### src/rtl/alarm_cal_cfg.svh
`ifndef ALARM_CAL_CFG_SVH
`define ALARM_CAL_CFG_SVH
// Behaviour
// - each threshold alarm trips above (high) or below (low) its threshold
// - each threshold alarm relay selectable failsafe or non-failsafe
// - non-latching alarm follows the condition, drops when it ends
// - defeated alarm never actuates its relay
// - system alarm asserts when DC supply parameters are out of range
// - system alarm always failsafe and latching, cannot be disabled
// - latched system alarm clears only by power-down and restart
// - remote span enters span calibration only in continuous cycle mode
// - span calibration exits on completion, whether or not remote span is released
// - calibration contact closed for whole calibration, open otherwise
// - with contact open the device analyzes and polls span input
// - span request during calibration is discarded, never queued
// - span still asserted at completion starts another calibration
// - on completion contact opens and sample analysis resumes
// - idle, measuring, done contacts, each closed only in its state
// - done contact closed five seconds, then idle contact closes
// - held reading stays unchanged until new measurement requested
// - asserted start input triggers a new one-shot measurement (code: rising edge only, ignored while measuring or in continuous mode)

// register byte offsets
`define REG_CTRL_OFS      5'h00
`define REG_THRESH1_OFS   5'h04
`define REG_THRESH2_OFS   5'h08
`define REG_STATUS_OFS    5'h0C
`define REG_CMD_OFS       5'h10
`define REG_READING_OFS   5'h14

// control field positions, alarm n at base + 4*n
`define CTRL_EN_BIT       0
`define CTRL_HIGH_BIT     1
`define CTRL_FAILSAFE_BIT 2
`define CTRL_LATCH_BIT    3
`define CTRL_ALM_STRIDE   4
`define CTRL_CONT_BIT     8
`define CTRL_RESET        32'h0000_0100
`define THRESH_RESET      16'h0000

// command bits: write one to acknowledge a latched alarm
`define CMD_ACK1_BIT      0
`define CMD_ACK2_BIT      1

// status field positions
`define STAT_ALM1_BIT     0
`define STAT_ALM2_BIT     1
`define STAT_SYS_BIT      2
`define STAT_CAL_BIT      3
`define STAT_SHOT_LSB     4
`define STAT_SPAN_BIT     6
`define STAT_START_BIT    7

// timing
`define REF_CLK_HZ        125000000
`define DONE_HOLD_S       5
`endif

### src/rtl/alarm_cal_pkg.sv
package alarm_cal_pkg;
  typedef enum logic [0:0] {
    CAL_ANALYZE = 1'b0,
    CAL_SPAN    = 1'b1
  } cal_state_t;

  // gray order idle -> measure -> done
  typedef enum logic [1:0] {
    SHOT_IDLE = 2'b00,
    SHOT_MEAS = 2'b01,
    SHOT_DONE = 2'b11
  } shot_state_t;

  typedef logic [15:0] conc_t;
endpackage

### src/rtl/alarm_and_remote_cal_control.sv
// alarm relays, remote span handshake and one-shot status contacts
`include "alarm_cal_cfg.svh"

module alarm_and_remote_cal_control #(
  parameter int unsigned DONE_HOLD_CYCLES = `DONE_HOLD_S * `REF_CLK_HZ
) (
  input  wire logic                 ref_clk_i,
  input  wire logic                 srst_i,
  // avalon-mm slave
  input  wire logic [4:0]           avs_address_i,
  input  wire logic                 avs_read_i,
  input  wire logic                 avs_write_i,
  input  wire logic [31:0]          avs_writedata_i,
  output logic      [31:0]          avs_readdata_o,
  output logic                      avs_waitrequest_o,
  // analyzer side, same clock
  input  wire alarm_cal_pkg::conc_t conc_i,
  input  wire logic                 span_cal_done_i,
  input  wire logic                 meas_done_i,
  output logic                      span_cal_start_o,
  output logic                      meas_start_o,
  output alarm_cal_pkg::conc_t      held_reading_o,
  // pins
  input  wire logic                 remote_span_i,
  input  wire logic                 start_meas_i,
  input  wire logic                 supply_fault_i,
  output logic                      alarm1_coil_o,
  output logic                      alarm2_coil_o,
  output logic                      sys_alarm_coil_o,
  output logic                      cal_contact_o,
  output logic                      idle_contact_o,
  output logic                      meas_contact_o,
  output logic                      done_contact_o
);
  logic [31:0]               ctrl_q;
  alarm_cal_pkg::conc_t      thresh1_q;
  alarm_cal_pkg::conc_t      thresh2_q;
  logic                      resp_q;
  logic                      wr_take;
  logic                      rd_take;
  logic [31:0]               rd_d;
  logic [2:0]                pins_sync;
  logic                      span_s;
  logic                      start_s;
  logic                      fault_s;
  logic                      start_prev_q;
  logic                      start_rise;
  logic                      ack1;
  logic                      ack2;
  logic                      alm1_active;
  logic                      alm2_active;
  logic                      sys_alarm_q;
  alarm_cal_pkg::cal_state_t cal_state_q;
  alarm_cal_pkg::shot_state_t shot_state_q;
  logic [31:0]               done_cnt_q;
  logic                      continuous;
  logic                      alm1_en;
  logic                      alm1_high;
  logic                      alm1_failsafe;
  logic                      alm1_latch;
  logic                      alm2_en;
  logic                      alm2_high;
  logic                      alm2_failsafe;
  logic                      alm2_latch;
  logic                      cmd_hit;
  logic                      hold_end;
  alarm_cal_pkg::shot_state_t shot_state_d;

  // ctrl field pick for alarm n
  function automatic logic ctrl_bit(input logic [31:0] c, input int n, input int pos);
    ctrl_bit = c[n * `CTRL_ALM_STRIDE + pos];
  endfunction

  assign continuous = ctrl_q[`CTRL_CONT_BIT];

  // per-alarm settings unpacked from the control word
  assign alm1_en       = ctrl_bit(ctrl_q, 0, `CTRL_EN_BIT);
  assign alm1_high     = ctrl_bit(ctrl_q, 0, `CTRL_HIGH_BIT);
  assign alm1_failsafe = ctrl_bit(ctrl_q, 0, `CTRL_FAILSAFE_BIT);
  assign alm1_latch    = ctrl_bit(ctrl_q, 0, `CTRL_LATCH_BIT);
  assign alm2_en       = ctrl_bit(ctrl_q, 1, `CTRL_EN_BIT);
  assign alm2_high     = ctrl_bit(ctrl_q, 1, `CTRL_HIGH_BIT);
  assign alm2_failsafe = ctrl_bit(ctrl_q, 1, `CTRL_FAILSAFE_BIT);
  assign alm2_latch    = ctrl_bit(ctrl_q, 1, `CTRL_LATCH_BIT);

  // pin inputs cross into the clock domain
  pin_sync #(
    .W (3)
  ) u_pin_sync (
    .ref_clk_i (ref_clk_i),
    .srst_i    (srst_i),
    .async_i   ({supply_fault_i, start_meas_i, remote_span_i}),
    .sync_o    (pins_sync)
  );

  assign span_s  = pins_sync[0];
  assign start_s = pins_sync[1];
  assign fault_s = pins_sync[2];

  // ---------------- bus slave ----------------
  // one wait cycle on every access, then answer
  assign avs_waitrequest_o = (avs_read_i | avs_write_i) & ~resp_q;
  assign wr_take           = avs_write_i & resp_q;
  assign rd_take           = avs_read_i & ~resp_q;

  always_ff @(posedge ref_clk_i)
  begin
    if (srst_i)
      resp_q <= 1'b0;
    else
      resp_q <= (avs_read_i | avs_write_i) & ~resp_q;
  end

  // read mux, unmapped reads return zero
  always_comb
  begin
    rd_d = 32'h0000_0000;
    case (avs_address_i)
      `REG_CTRL_OFS:    rd_d = ctrl_q;
      `REG_THRESH1_OFS: rd_d = {16'h0000, thresh1_q};
      `REG_THRESH2_OFS: rd_d = {16'h0000, thresh2_q};
      `REG_STATUS_OFS:
      begin
        rd_d[`STAT_ALM1_BIT]                 = alm1_active;
        rd_d[`STAT_ALM2_BIT]                 = alm2_active;
        rd_d[`STAT_SYS_BIT]                  = sys_alarm_q;
        rd_d[`STAT_CAL_BIT]                  = (cal_state_q == alarm_cal_pkg::CAL_SPAN);
        rd_d[`STAT_SHOT_LSB+1:`STAT_SHOT_LSB] = shot_state_q;
        rd_d[`STAT_SPAN_BIT]                 = span_s;
        rd_d[`STAT_START_BIT]                = start_s;
      end
      `REG_READING_OFS: rd_d = {16'h0000, held_reading_o};
      default:          rd_d = 32'h0000_0000;
    endcase
  end

  // read data registered in the wait cycle
  always_ff @(posedge ref_clk_i)
  begin
    if (srst_i)
      avs_readdata_o <= 32'h0000_0000;
    else if (rd_take)
      avs_readdata_o <= rd_d;
  end

  // configuration registers
  always_ff @(posedge ref_clk_i)
  begin
    if (srst_i)
    begin
      ctrl_q    <= `CTRL_RESET;
      thresh1_q <= `THRESH_RESET;
      thresh2_q <= `THRESH_RESET;
    end
    else if (wr_take)
    begin
      case (avs_address_i)
        `REG_CTRL_OFS:    ctrl_q    <= avs_writedata_i & 32'h0000_01FF;
        `REG_THRESH1_OFS: thresh1_q <= avs_writedata_i[15:0];
        `REG_THRESH2_OFS: thresh2_q <= avs_writedata_i[15:0];
        default:          ctrl_q    <= ctrl_q;
      endcase
    end
  end

  // acknowledge strobes for latched alarms
  assign cmd_hit = wr_take & (avs_address_i == `REG_CMD_OFS);
  assign ack1    = cmd_hit & avs_writedata_i[`CMD_ACK1_BIT];
  assign ack2    = cmd_hit & avs_writedata_i[`CMD_ACK2_BIT];

  // ---------------- alarms ----------------
  // threshold alarm 1
  threshold_alarm u_alarm1 (
    .ref_clk_i  (ref_clk_i),
    .srst_i     (srst_i),
    .conc_i     (conc_i),
    .thresh_i   (thresh1_q),
    .enable_i   (alm1_en),
    .high_i     (alm1_high),
    .failsafe_i (alm1_failsafe),
    .latch_i    (alm1_latch),
    .ack_i      (ack1),
    .active_o   (alm1_active),
    .coil_o     (alarm1_coil_o)
  );

  // threshold alarm 2
  threshold_alarm u_alarm2 (
    .ref_clk_i  (ref_clk_i),
    .srst_i     (srst_i),
    .conc_i     (conc_i),
    .thresh_i   (thresh2_q),
    .enable_i   (alm2_en),
    .high_i     (alm2_high),
    .failsafe_i (alm2_failsafe),
    .latch_i    (alm2_latch),
    .ack_i      (ack2),
    .active_o   (alm2_active),
    .coil_o     (alarm2_coil_o)
  );

  // system alarm: latches, only srst_i clears it
  always_ff @(posedge ref_clk_i)
  begin
    if (srst_i)
      sys_alarm_q <= 1'b0;
    else if (fault_s)
      sys_alarm_q <= 1'b1;
  end

  // system relay is always failsafe
  always_ff @(posedge ref_clk_i)
  begin
    if (srst_i)
      sys_alarm_coil_o <= 1'b0;
    else
      sys_alarm_coil_o <= ~sys_alarm_q;
  end

  // ---------------- remote span ----------------
  // analyze polls the span input; spanning ignores it
  always_ff @(posedge ref_clk_i)
  begin
    if (srst_i)
      cal_state_q <= alarm_cal_pkg::CAL_ANALYZE;
    else
    begin
      case (cal_state_q)
        alarm_cal_pkg::CAL_ANALYZE:
          if (span_s && continuous)
            cal_state_q <= alarm_cal_pkg::CAL_SPAN;
        alarm_cal_pkg::CAL_SPAN:
          if (span_cal_done_i)
            cal_state_q <= alarm_cal_pkg::CAL_ANALYZE;
        default:
          cal_state_q <= alarm_cal_pkg::CAL_ANALYZE;
      endcase
    end
  end

  // start pulse to the sequencer and calibration contact
  always_ff @(posedge ref_clk_i)
  begin
    if (srst_i)
    begin
      span_cal_start_o <= 1'b0;
      cal_contact_o    <= 1'b0;
    end
    else
    begin
      span_cal_start_o <= (cal_state_q == alarm_cal_pkg::CAL_ANALYZE) & span_s & continuous;
      cal_contact_o    <= (cal_state_q == alarm_cal_pkg::CAL_ANALYZE)
                          ? (span_s & continuous)
                          : ~span_cal_done_i;
    end
  end

  // ---------------- one-shot measurement ----------------
  // rising edge of start input
  always_ff @(posedge ref_clk_i)
  begin
    if (srst_i)
      start_prev_q <= 1'b0;
    else
      start_prev_q <= start_s;
  end

  assign start_rise = start_s & ~start_prev_q & ~continuous;

  // next one-shot state, shared by the state and contact registers
  function automatic alarm_cal_pkg::shot_state_t shot_next(
    input alarm_cal_pkg::shot_state_t s,
    input logic                       rise,
    input logic                       done,
    input logic                       expired
  );
    shot_next = s;
    case (s)
      alarm_cal_pkg::SHOT_IDLE:
        if (rise)
          shot_next = alarm_cal_pkg::SHOT_MEAS;
      alarm_cal_pkg::SHOT_MEAS:
        if (done)
          shot_next = alarm_cal_pkg::SHOT_DONE;
      alarm_cal_pkg::SHOT_DONE:
        if (rise)
          shot_next = alarm_cal_pkg::SHOT_MEAS;
        else if (expired)
          shot_next = alarm_cal_pkg::SHOT_IDLE;
      default:
        shot_next = alarm_cal_pkg::SHOT_IDLE;
    endcase
  endfunction

  // done interval ends on its last counted cycle
  assign hold_end     = (done_cnt_q == DONE_HOLD_CYCLES - 1);
  assign shot_state_d = shot_next(shot_state_q, start_rise, meas_done_i, hold_end);

  // idle -> measure -> done -> idle
  always_ff @(posedge ref_clk_i)
  begin
    if (srst_i)
      shot_state_q <= alarm_cal_pkg::SHOT_IDLE;
    else
      shot_state_q <= shot_state_d;
  end

  // done hold timer
  always_ff @(posedge ref_clk_i)
  begin
    if (srst_i)
      done_cnt_q <= 32'h0000_0000;
    else if (shot_state_q == alarm_cal_pkg::SHOT_DONE)
      done_cnt_q <= done_cnt_q + 32'h0000_0001;
    else
      done_cnt_q <= 32'h0000_0000;
  end

  // measurement start pulse to the sequencer
  always_ff @(posedge ref_clk_i)
  begin
    if (srst_i)
      meas_start_o <= 1'b0;
    else
      meas_start_o <= start_rise & (shot_state_q != alarm_cal_pkg::SHOT_MEAS);
  end

  // status contacts from flops fed by the next state, so they track it exactly
  always_ff @(posedge ref_clk_i)
  begin
    if (srst_i)
    begin
      idle_contact_o <= 1'b1;
      meas_contact_o <= 1'b0;
      done_contact_o <= 1'b0;
    end
    else
    begin
      idle_contact_o <= (shot_state_d == alarm_cal_pkg::SHOT_IDLE);
      meas_contact_o <= (shot_state_d == alarm_cal_pkg::SHOT_MEAS);
      done_contact_o <= (shot_state_d == alarm_cal_pkg::SHOT_DONE);
    end
  end

  // reading tracks in continuous mode, held after a one-shot
  always_ff @(posedge ref_clk_i)
  begin
    if (srst_i)
      held_reading_o <= 16'h0000;
    else if (continuous)
      held_reading_o <= conc_i;
    else if (shot_state_q == alarm_cal_pkg::SHOT_MEAS && meas_done_i)
      held_reading_o <= conc_i;
  end
endmodule

### src/rtl/pin_sync.sv
// two-stage synchroniser for pin inputs
module pin_sync #(
  parameter int W = 1
) (
  input  wire logic         ref_clk_i,
  input  wire logic         srst_i,
  input  wire logic [W-1:0] async_i,
  output logic      [W-1:0] sync_o
);
  logic [W-1:0] meta_q;

  // first stage feeds only the second
  always_ff @(posedge ref_clk_i)
  begin
    if (srst_i)
    begin
      meta_q <= '0;
      sync_o <= '0;
    end
    else
    begin
      meta_q <= async_i;
      sync_o <= meta_q;
    end
  end
endmodule

### src/rtl/threshold_alarm.sv
// one threshold alarm channel with its relay drive
module threshold_alarm (
  input  wire logic                 ref_clk_i,
  input  wire logic                 srst_i,
  input  wire alarm_cal_pkg::conc_t conc_i,
  input  wire alarm_cal_pkg::conc_t thresh_i,
  input  wire logic                 enable_i,
  input  wire logic                 high_i,
  input  wire logic                 failsafe_i,
  input  wire logic                 latch_i,
  input  wire logic                 ack_i,
  output logic                      active_o,
  output logic                      coil_o
);
  logic cond;

  // compare direction per setting
  assign cond = high_i ? (conc_i > thresh_i) : (conc_i < thresh_i);

  // alarm state: follow or hold, forced off when defeated
  always_ff @(posedge ref_clk_i)
  begin
    if (srst_i)
      active_o <= 1'b0;
    else if (!enable_i)
      active_o <= 1'b0;
    else if (!latch_i)
      active_o <= cond;
    else
      active_o <= cond | (active_o & ~ack_i);
  end

  // relay drive: failsafe energizes when healthy
  always_ff @(posedge ref_clk_i)
  begin
    if (srst_i)
      coil_o <= 1'b0;
    else
      coil_o <= failsafe_i ? ~active_o : active_o;
  end
endmodule

### config.mk
export PLATFORM = sky130hd
export DESIGN_NAME = alarm_and_remote_cal_control
export DESIGN_NICKNAME = d
export VERILOG_FILES = /design/src/rtl/alarm_cal_pkg.sv /design/src/rtl/alarm_and_remote_cal_control.sv /design/src/rtl/pin_sync.sv /design/src/rtl/threshold_alarm.sv
export VERILOG_INCLUDE_DIRS = /design/src /design/src/rtl
export SDC_FILE = /design/constraint.sdc
export NUM_CORES = 1
export LEC_CHECK = 0
export ABC_AREA = 1
export CAP_MARGIN = 10
export CORE_MARGIN = 3
export CORE_UTILIZATION = 40
export DETAILED_ROUTE_END_ITERATION = 8
export DONT_BUFFER_PORTS = 1
export GPL_ROUTABILITY_DRIVEN = 0
export MAX_ROUTING_LAYER = met4
export PLACE_DENSITY = 0.64
export REMOVE_ABC_BUFFERS = 1
export SLEW_MARGIN = 20
export SYNTH_ARGS = -nofsm -noshare
export SYNTH_HDL_FRONTEND = slang
export SYNTH_SLANG_ARGS = --single-unit
### constraint.sdc
create_clock -name ref_clk_i -period 1.5 [get_ports ref_clk_i]
set_input_delay 0.45 -clock ref_clk_i [delete_from_list [all_inputs] [get_ports ref_clk_i]]
set_output_delay 0.45 -clock ref_clk_i [all_outputs]
set_load 0.01 [all_outputs]
Yosys cells after proc, flatten, opt, wreduce, memory -nomap -nowiden
Cells that the tools add are included.

word-level totals
  bits of input ports = 62
  logic and storage cells = 101
  bits in registers = 144

operators by class
  mux-type cells = 19
  bitwise operators = 30
  add/subtract/negate cells = 1
  equality and inequality tests = 11
  reductions and logical operators = 12
  order comparisons = 4

operators with widths
  operator                 count
  $pmux W8 S5              1
  $add A32 B1 Y32 const B  1
  $eq A32 B30 Y1 const B   1
  $gt A16 B16 Y1           2
  $lt A16 B16 Y1           2
  $mux W16                 2
  $pmux W8 S4              1
  $and A1 B1 Y1            14
  $not A1 Y1               13
  $eq A5 B4 Y1 const B     2
  $eq A5 B5 Y1 const B     2
  $mux W1                  9
  $mux W2                  4
  $pmux W2 S3              1
  $reduce_and A2 Y1        3
  $reduce_or A2 Y1         3
  $eq A5 B3 Y1 const B     1
  $logic_not A5 Y1         1
  $eq A2 B1 Y1 const B     2
  $eq A2 B2 Y1 const B     2
  $logic_not A2 Y1         2
  $or A1 B1 Y1             3
  $logic_and A1 B1 Y1      2
  $ne A2 B1 Y1 const B     1
  other kinds (2)          2

Depth between registers and ports, before layout
Gate-level depths: netlist of run 1.

  depth after elaboration = 7
  gate-level depth with buffers = 14
  depth with buffers taken out = 14

Modules after synthesis
From an unflattened synthesis of run 1, not the netlist that was laid out.

unflattened totals
  cell total of the unflattened synthesis = 958
  area total of the unflattened synthesis = 6,607.6 um2

by module, submodules not included
  module                        cells an instance  area an instance (um2)  sequential area each (um2)  instances
  alarm_and_remote_cal_control  774                5,396.4                 2,342.2                     1
  threshold_alarm               83                 523.0                   40.0                        2
  pin_sync                      18                 165.2                   120.1                       1

Worst setup path after synthesis of run 1
OpenSTA, ideal clock, no wires.

  path kind = reg2reg
  start point = register done_cnt_q[0]
  end point = register done_cnt_q[18]
  stages on the path, launching flop included = 9
  arrival time = 1.333 ns
  path buffers = 0
  path slack = 0.045 ns
  path through = dfxtp_1 ha_1 nand2_2 inv_2 nand4_2 nor2_4 nand2_2 nor3_1 nor3b_2

on the way
  cells in the longest elaborated chain, start to end = 1

RTL lines
  item                    line                                 text
  start, declared         alarm_and_remote_cal_control.sv:55   logic [31:0] done_cnt_q;
  start signal, assigned  alarm_and_remote_cal_control.sv:314  done_cnt_q <= done_cnt_q + 32'h0000_0001;
  $add A32 B1 Y32         alarm_and_remote_cal_control.sv:314

Every way passes these cells.
A chain may end at the register's enable or synchronous reset.

Worst setup path after layout of run 1
  start point = register done_cnt_q[21]
  end point = register done_cnt_q[22]

Same word-level chain as after synthesis.

==> run_results.csv, run 1 <==
group,metric,value,unit
outcome,status,"finished, final reports clean",
die,die_y,133,um
synth,synth-adder-area-share,0.0643,
grt,grt_pass1_vias,5720,
sta,clock.fmax,0.669,GHz
clocking,hold_buffers,0,
hold_path,min_from,"srst_i",
routing,postRouteAntennaNets,0,
synth,ys_seq_area_frac,0.396,
layout,instances_no_fill,1173,
routing,dr.first_iter.drc_count,381,
setup_path,rr_endpoint,"done_cnt_q[22]",
synth,syn_area,6420,um2
clocking,clock_path_buffers,2,
die,fp.dieW,133,um
setup_path,worstReg2RegStart,"done_cnt_q[21]",
sta,finalCritPeriodShare,0.997,
clocking,path_clk_slew,60,ps
layout,antenna_cells,0,
flow_run,max_cap_viol_count,0,
die,dieArea,17600,um2
synth,synthFlopType,"dfxtp_1",
layout,syn_to_final_growth,26.8,%
clocking,cts-root-buf,"clkbuf_16",
setup_path,worstPathMaxFanout,4,
synth,yosys.area.top_type,"dfxtp_1",
placed_design,portBuffers,0,
synth,synthDistinctLibCells,42,
placed_design,place_hpwl,12600,um
synth,synth_edf_count,0,
synth,synthMuxAreaShare,0,
power,power.density,1020,nW/um2
grt,track_usage,0.206,
setup_path,ff2ff_path_depth,8,
sta,setup_viol_count_final,0,
synth,synth_top_family_by_area,"simple AND/OR/NAND/NOR gates",
synth,yosys_warnings,0,
synth,synthDominantCellAreaShare,0.396,
setup_path,worstPathRequired,1840,ps
hold_path,hold_end,"u_pin_sync.meta_q[2]",
sta,layout_min_cycle_time,1500,ps
clocking,cts_tree,"built",
setup_path,start_kind,"register",
die,start_util,0.416,
routing,vias,5976,
layout,fin_nets,1045,
setup_path,cp-end-kind,"register",
routing,route.detailed.drc,0,
sta,slew_violations,0,
synth,ys_ff_latch,127,
setup_path,crit_type,"register to register",
die,rows,45,
synth,syn_avg_cell_area,7.15,um2
sta,fin_worst_skew,9.58,ps
synth,async_reset_ff_frac,0,
power,vdd.ir_drop.worst,0.802,mV
synth,synth_compound_area_frac,0.167,
hold_path,hold_depth,1,
die,ioPinCount,120,
routing,finalWirelength,18200,um
die,design.core.area,15400,um2
routing,routedWlPerCell,15.5,um
grt,antenna_found_initial,0,
clocking,cts_buffers,17,
synth,synth_most_common_cell,"nand2_1",
clocking,cts_sinks,127,
layout,drive_gt1_frac,0.238,
routing,via_per_inst,5.09,
setup_path,rrSetupSlack,5,ps
routing,drt_pre_antenna_iters,4,
sta,tns,0,ps
setup_path,cp.arrival,1840,ps
grt,grt_pass1_wl,28100,um
clocking,clock_latency,420,ps
clocking,htree_levels,4,
sta,rsz0062_at_grt,"true",
placed_design,dp.cells,1137,
synth,synth-simple-area-share,0.264,
power,cellLeakagePower,3.15,nW
synth,synthTopCellsByCount,"166 x nand2_1, 127 x dfxtp_1, 119 x nor2_1",
synth,synth_xor_area_frac,0.00546,
sta,finalHoldViolCount,0,
synth,ys_top_cells_by_area,"dfxtp_1 40%, nand2_1 9.7%, o21ai_0 7.5%",
hold_path,hp-class,"input pin to register",
grt,grt_overflow,0,
grt,grt_max_degree,48,
synth,syn_inst,898,
metal layers:
| layer | GRT usage | vias up | wire length, um |
|---|---|---|---|
| li1 | - | 3010 | - |
| met1 | 0.236 | 2762 | 7560 |
| met2 | 0.345 | 173 | 9150 |
| met3 | 0.0646 | 31 | 1180 |
| met4 | 0.0676 | 0 | 343 |
| met5 | - | - | 0 |
logic make-up (layout without fill, tap and decap cells):
group / count (synthesis) / in the layout
adder cells (fa/ha/maj): 33 / 33
buffers and inverters: 152 / 201
XOR/XNOR: 4 / 4
other: 1 / 16
AO/OA/AOI/OAI: 208 / 208
AND/OR/NAND/NOR: 373 / 373
flip-flops: 127 / 127
sequential cells by signal (all words and copies together) (netlist names), 2 cells and up:
name / flops
held_reading_o: 16
thresh2_q: 16
u_pin_sync.sync_o: 3
done_cnt_q: 32
thresh1_q: 16
u_pin_sync.meta_q: 3
avs_readdata_o: 16
shot_state_q: 2
ctrl_q: 9
final cells by class:
cell class / count / area, um2
Sequential cell: 127 / 2560
Multi-Input combinational cell: 634 / 3730
Clock inverter: 10 / 161
Timing Repair Buffer: 61 / 541
Fill cell: 1514 / 7290
Inverter: 109 / 415
Clock buffer: 21 / 460
Tap cell: 211 / 264
worst max-delay path, stage by stage (launching register included):
cell and delay [ps]:
dfxtp_2 350, nand2_1 80, nor3_2 220, buf_4 150, nand2_1 80, nor2_1 100, nand2_1 70, or2_0 210
a21oi_1 160
timing repair:
| item | CTS | global route |
|---|---|---|
| buffers inserted | 1 | 4 |
| endpoints found under the setup margin | 6 | 41 |
| pin swaps | 5 | 29 |
| endpoints found under the hold margin | 0 | 0 |
| resized for setup | 11 | 105 |
| cloned | 0 | 0 |
placed cells by master (no fill, tap or decap), types with 19 or more instances in the layout:
master     n
o21ai_0   91
buf_4     53
inv_2     22
nor2_1   107
dfxtp_1  110
a21oi_1   83
nand2_1  154
ha_4      19
nand3_1   20
inv_1     85
how the worst max path moves through the flow:
stage	from	slack, ps	cells past startpoint	to
5_1_grt	done_cnt_q[0]	-80	10	shot_state_q[0]
6_report	done_cnt_q[21]	5	8	done_cnt_q[22]
3_5_place_dp	done_cnt_q[0]	-80	9	meas_contact_o
3_3_place_gp	conc_i[9]	-90	10	u_alarm1.active_o
2_1_floorplan	avs_address_i[2]	-200	6	thresh2_q[10]
4_1_cts	done_cnt_q[1]	-30	10	meas_contact_o
through the flow:
stage                     area [um2]  setup WS, ps  hold slack, ps  utilization  power (mW)
after detailed placement        6980         -83.0             394        0.452        3.96
final                           8140          4.54            94.3        0.527        8.32
after global placement          6980         -85.1             390        0.452        3.95
after global routing            8140         -76.3            79.3        0.527        8.60
after CTS                       7650         -25.9            83.3        0.496        8.30
after floorplan                 6230          -202             388            -        3.83
report_power, final:
part	internal [mW]	leakage (nW)	switching (mW)
Clock	2.86	0.307	1.50
Combinational	0.187	1.80	0.266
Sequential	3.44	1.04	0.0688
Total	6.48	3.15	1.84
(Power assumes the default switching activity.)
==> inputs of run 2 (changes only) <==
- BUFFER_PORTS_ARGS: unset -> -buffer_cell sky130_fd_sc_hd__buf_4
- DONT_BUFFER_PORTS: 1 -> unset
- PLACE_DENSITY: 0.64 -> 0.71
==> run 2 against run 1 <==
Clock power up 1%. Flip-flop and latch count is the same. Sequential share of layout area fell by 2.3 points. First-iteration DRC count is 14% higher. Critical path depth fell by 7. Sequential power hardly changed. Worst setup slack improved by 21 ps. Largest power group unchanged.
==> run_results.csv, run 2 (synthesis gave the netlist of run 1 again) <==
group,metric,value,unit
grt,antenna_found_initial,0,
layout,final_cell_mix,"151 x nand2_1, 145 x buf_4, 112 x dfxtp_1",
layout,drive_gt1_frac,0.302,
die,dieArea,17600,um2
die,design.core.area,15400,um2
setup_path,rrSetupSlack,40,ps
clocking,cts_tree,"built",
setup_path,crit_path_top_delay_cell,"dfxtp_1",
placed_design,postPlaceCellArea,7660,um2
layout,instances_no_fill,1265,
hold_path,hold_depth,3,
routing,drt_pre_antenna_iters,5,
clocking,path_clk_slew,60,ps
routing,finalWirelength,18600,um
die,die_y,133,um
setup_path,cp.arrival,1020,ps
setup_path,worstReg2RegStart,"thresh2_q[3]",
setup_path,max_stage_delay,430,ps
power,p_total,8.60,mW
sta,clock.fmax,0.678,GHz
sta,finalCritPeriodShare,0.983,
setup_path,path_cells,"buf_4",
routing,routedWlPerCell,14.7,um
die,start_util,0.416,
layout,stdcell_area,8790,um2
setup_path,worst_path_dominant_cell_family,"flip-flops",
layout,final_common_cell,"nand2_1",
routing,route.detailed.drc,0,
clocking,hold_buffers,0,
power,vdd.ir_drop.worst,1.02,mV
layout,fin_nets,1136,
die,ioPinCount,120,
hold_path,min_from,"start_meas_i",
clocking,cts_buffers,17,
setup_path,worstPathRequired,1050,ps
power,cellLeakagePower,3.64,nW
placed_design,portBuffers,87,
layout,antenna_cells,0,
setup_path,cp_num_cells,1,
flow_run,max_cap_viol_count,0,
grt,grt_max_degree,66,
setup_path,start_kind,"register",
clocking,cts_sinks,127,
setup_path,worstPathMaxFanout,3,
layout,syn_to_final_growth,37.0,%
routing,postRouteAntennaNets,0,
setup_path,ff2ff_path_depth,13,
sta,finalHoldViolCount,0,
grt,grt_pass1_wl,28400,um
sta,setup_viol_count_final,0,
routing,vias,6388,
setup_path,rr_endpoint,"u_alarm2.active_o",
clocking,clock_path_buffers,2,
layout,largest_reg_flops,32,
clocking,cts-root-buf,"clkbuf_16",
routing,dr.first_iter.drc_count,434,
layout,largest-register,"done_cnt_q",
routing,via_per_inst,5.05,
sta,rsz0062_at_grt,"true",
outcome,status,"finished, final reports clean",
power,power.density,978,nW/um2
grt,track_usage,0.207,
placed_design,place_hpwl,13100,um
sta,slew_violations,0,
grt,grt_pass1_vias,5876,
hold_path,hp-class,"input pin to register",
die,rows,45,
clocking,htree_levels,4,
sta,layout_min_cycle_time,1470,ps
die,fp.dieW,133,um
sta,fin_worst_skew,8.36,ps
hold_path,hold_end,"u_pin_sync.meta_q[1]",
setup_path,path_buf_inv,1,
clocking,clock_latency,430,ps
placed_design,dp.cells,1227,
setup_path,cp-end-kind,"primary output",
setup_path,crit_type,"register to primary output",
grt,grt_overflow,0,
sta,hold_slack,228,ps
-- run 2: per-stage QoR --
step	TNS (ps)	utilization	setup slack, ps
floorplan	-7090	-	-202
global placement	-6310	0.497	-223
detailed placement	-7760	0.497	-278
CTS	-1.11	0.538	-1.11
global route	-403	0.570	-73.1
finish	0	0.570	25.2
-- run 2: power breakdown --
group / leakage, nW / internal [mW] / switching, mW
registers: 1.04 / 3.43 / 0.0433
clock network: 0.300 / 2.83 / 1.59
logic: 2.30 / 0.318 / 0.385
total: 3.64 / 6.58 / 2.02
-- run 2: cell type report --
class                           count  area [um2]
Timing Repair Buffer              152        1220
Sequential cell                   127        2570
Fill cell                        1453        6640
Clock buffer                       19         443
Tap cell                          211         264
Inverter                          109         409
Clock inverter                     13         188
Multi-Input combinational cell    634        3700
-- run 2: layer usage --
metal / track usage / vias to the layer above / routed length (um)
li1: - / 3195 / -
met1: 0.251 / 2956 / 7880
met2: 0.337 / 195 / 9240
met3: 0.0456 / 42 / 999
met4: 0.0808 / 0 / 499
met5: - / - / 0
-- run 2: worst max-delay path by stage --
stage	start	end	slack [ps]
6_report	held_reading_o[8]	held_reading_o[8]	30
5_1_grt	done_cnt_q[12]	done_cnt_q[29]	-70
4_1_cts	done_cnt_q[0]	meas_contact_o	-1
3_5_place_dp	conc_i[9]	u_alarm1.active_o	-280
3_3_place_gp	conc_i[11]	u_alarm1.active_o	-220
2_1_floorplan	avs_address_i[2]	thresh2_q[10]	-200
-- run 2: what timing repair did --
action                                  4_1_cts  5_1_grt
gates resized for setup                       3      112
endpoints found under the setup margin        3       38
buffers inserted                              0        6
pin swaps                                     0       22
==> inputs of run 3 (changes only) <==
- GPL_ROUTABILITY_DRIVEN: 0 -> 1
- GPL_TIMING_DRIVEN: unset -> 0
- PLACE_DENSITY: 0.71 -> 0.61
==> run 3 against run 2 <==
Global-route usage grew 0.79 points. Non-clock buffer count shrank 34. First-iteration DRC count shrank 11%. Sequential power is essentially flat. Routed wire length grew 2.0%. Critical path depth grew 8. Register-to-register slack is essentially flat. Largest cell class unchanged.
==> run_results.csv, run 3 (synthesis gave the netlist of run 1 again) <==
group,metric,value,unit
clocking,cts_tree,"built",
routing,dr.first_iter.drc_count,385,
power,p_clk_frac,0.525,
flow_run,max_cap_viol_count,0,
layout,largest-register,"done_cnt_q",
routing,routedWlPerCell,15.4,um
clocking,htree_levels,4,
sta,hold_slack,234,ps
grt,grt_overflow,0,
die,start_util,0.416,
sta,rsz0062_at_grt,"true",
setup_path,worst_path_dominant_cell_family,"simple AND/OR/NAND/NOR gates",
hold_path,hp-class,"input pin to register",
die,dieArea,17600,um2
grt,grt_pass1_wl,29400,um
setup_path,crit_top_cell,"nand2_2",
setup_path,path_buf_inv,1,
setup_path,start_kind,"register",
setup_path,crit_type,"register to register",
sta,tightest_slew,544,ps
layout,fillers,1459,
layout,final_cell_mix,"141 x nand2_1, 115 x buf_4, 106 x nor2_1",
die,design.core.area,15400,um2
layout,largest_reg_flops,32,
layout,syn_to_final_growth,36.8,%
layout,antenna_cells,0,
setup_path,crit_path_top_delay_cell,"dfxtp_2",
routing,route.detailed.drc,0,
layout,drive_gt1_frac,0.340,
placed_design,gp_congestion,0.923,
sta,finalHoldViolCount,0,
routing,finalWirelength,19000,um
power,seqPwrFrac,0.394,
layout,final_common_cell,"nand2_1",
sta,finalCritPeriodShare,0.971,
routing,via_per_inst,5.03,
placed_design,place_hpwl,12300,um
setup_path,cp.arrival,1770,ps
grt,antenna_found_initial,0,
placed_design,dp.cells,1170,
power,vdd.ir_drop.worst,0.937,mV
placed_design,portBuffers,87,
clocking,cts_sinks,127,
layout,instances_no_fill,1233,
clocking,cts-root-buf,"clkbuf_16",
outcome,status,"finished, final reports clean",
setup_path,max_stage_delay,330,ps
clocking,clock_latency,420,ps
routing,drt_pre_antenna_iters,5,
power,power.density,1000,nW/um2
setup_path,worstPathRequired,1810,ps
sta,layout_min_cycle_time,1460,ps
routing,vias,6199,
power,p_int,6.80,mW
die,rows,45,
sta,slew_violations,0,
die,fp.dieW,133,um
setup_path,cp-end-kind,"register",
setup_path,worstPathMaxFanout,2,
sta,clock.fmax,0.687,GHz
die,die_y,133,um
routing,postRouteAntennaNets,0,
die,ioPinCount,120,
power,swShare,0.229,
grt,grt_pass1_vias,5724,
power,power_switching,2.02,mW
setup_path,path_cells,"inv_1 -> ha_4 -> nand2_2 -> nor2_4 -> nand4_1 -> o21ai_1 -> nand2_1 -> nand2_2 -> a21oi_2",
sta,tns,0,ps
grt,track_usage,0.215,
sta,setup_viol_count_final,0,
clocking,cts_buffers,17,
power,cellLeakagePower,3.53,nW
clocking,clock_path_buffers,2,
sta,max_slew_margin,0.637,
layout,fin_nets,1104,
layout,final_core_util,0.569,
grt,grt_max_degree,49,
clocking,path_clk_slew,60,ps
sta,fin_worst_skew,13.5,ps
power,combPwrFrac,0.081,
==> run 3: power by group through the flow <==
stage | Sequential (mW) | Combinational (mW) | Clock [mW]
floorplan | 3.56 | 0.262 | 0
global placement | 3.55 | 0.581 | 0
detailed placement | 3.55 | 0.595 | 0
CTS | 3.48 | 0.625 | 4.70
global route | 3.48 | 0.793 | 4.85
finish | 3.47 | 0.718 | 4.63
==> run 3: per-stage QoR <==
step	power, mW	cell area, um2	setup slack [ps]
global placement	4.13	7150	-1670
detailed placement	4.14	7180	-1060
CTS	8.80	8160	-15.3
global route	9.12	8780	-54.2
floorplan	3.83	6230	-202
finish	8.82	8780	43.6
==> run 3: final timing paths <==
path / start / endpoint / slack [ps] / depth (start not counted)
hold / removal: remote_span_i / u_pin_sync.meta_q[0] / 230 / 3
setup / recovery: thresh2_q[4] / u_alarm2.active_o / 40 / 9
hold reg to reg: u_pin_sync.meta_q[2] / u_pin_sync.sync_o[2] / 400 / 2
setup reg to reg: thresh2_q[4] / u_alarm2.active_o / 40 / 9
==> run 3: worst reg2reg max path, delay by kind of cell (launching register included) <==
family                   cells  cell delay [ps]
AND/OR/NAND/NOR              5              480
flip-flops                   1              330
adder cells (fa/ha/maj)      1              260
AO/OA/AOI/OAI                2              210
buffers and inverters        1               70
==> run 3: final cells by class <==
type	instances	area, um2	area share
multi-input combinational	634	3900	0.444
sequential	127	2600	0.296
timing repair buffer	118	915	0.104
clock buffer	20	457	0.0520
inverter	109	427	0.0486
tap	211	264	0.0301
clock inverter	12	205	0.0234
timing repair inverter	2	15.0	0.00171
==> run 3: per-layer routing <==
| layer | wire length [um] | GRT usage | part of all wire | up-vias |
|---|---|---|---|---|
| met5 | 0 | - | 0 | - |
| met1 | 8070 | 0.257 | 0.42 | 2878 |
| met4 | 365 | 0.0554 | 0.019 | 0 |
| met2 | 9650 | 0.372 | 0.51 | 167 |
| li1 | - | - | - | 3121 |
| met3 | 916 | 0.0430 | 0.048 | 33 |
==> run 3: what timing repair did <==
action / CTS / global route
hold buffers: 0 / 0
setup endpoints to repair: 102 / 67
gates cloned: 2 / 0
pin swaps: 9 / 36
gates resized for setup: 40 / 148
buffers inserted: 21 / 8
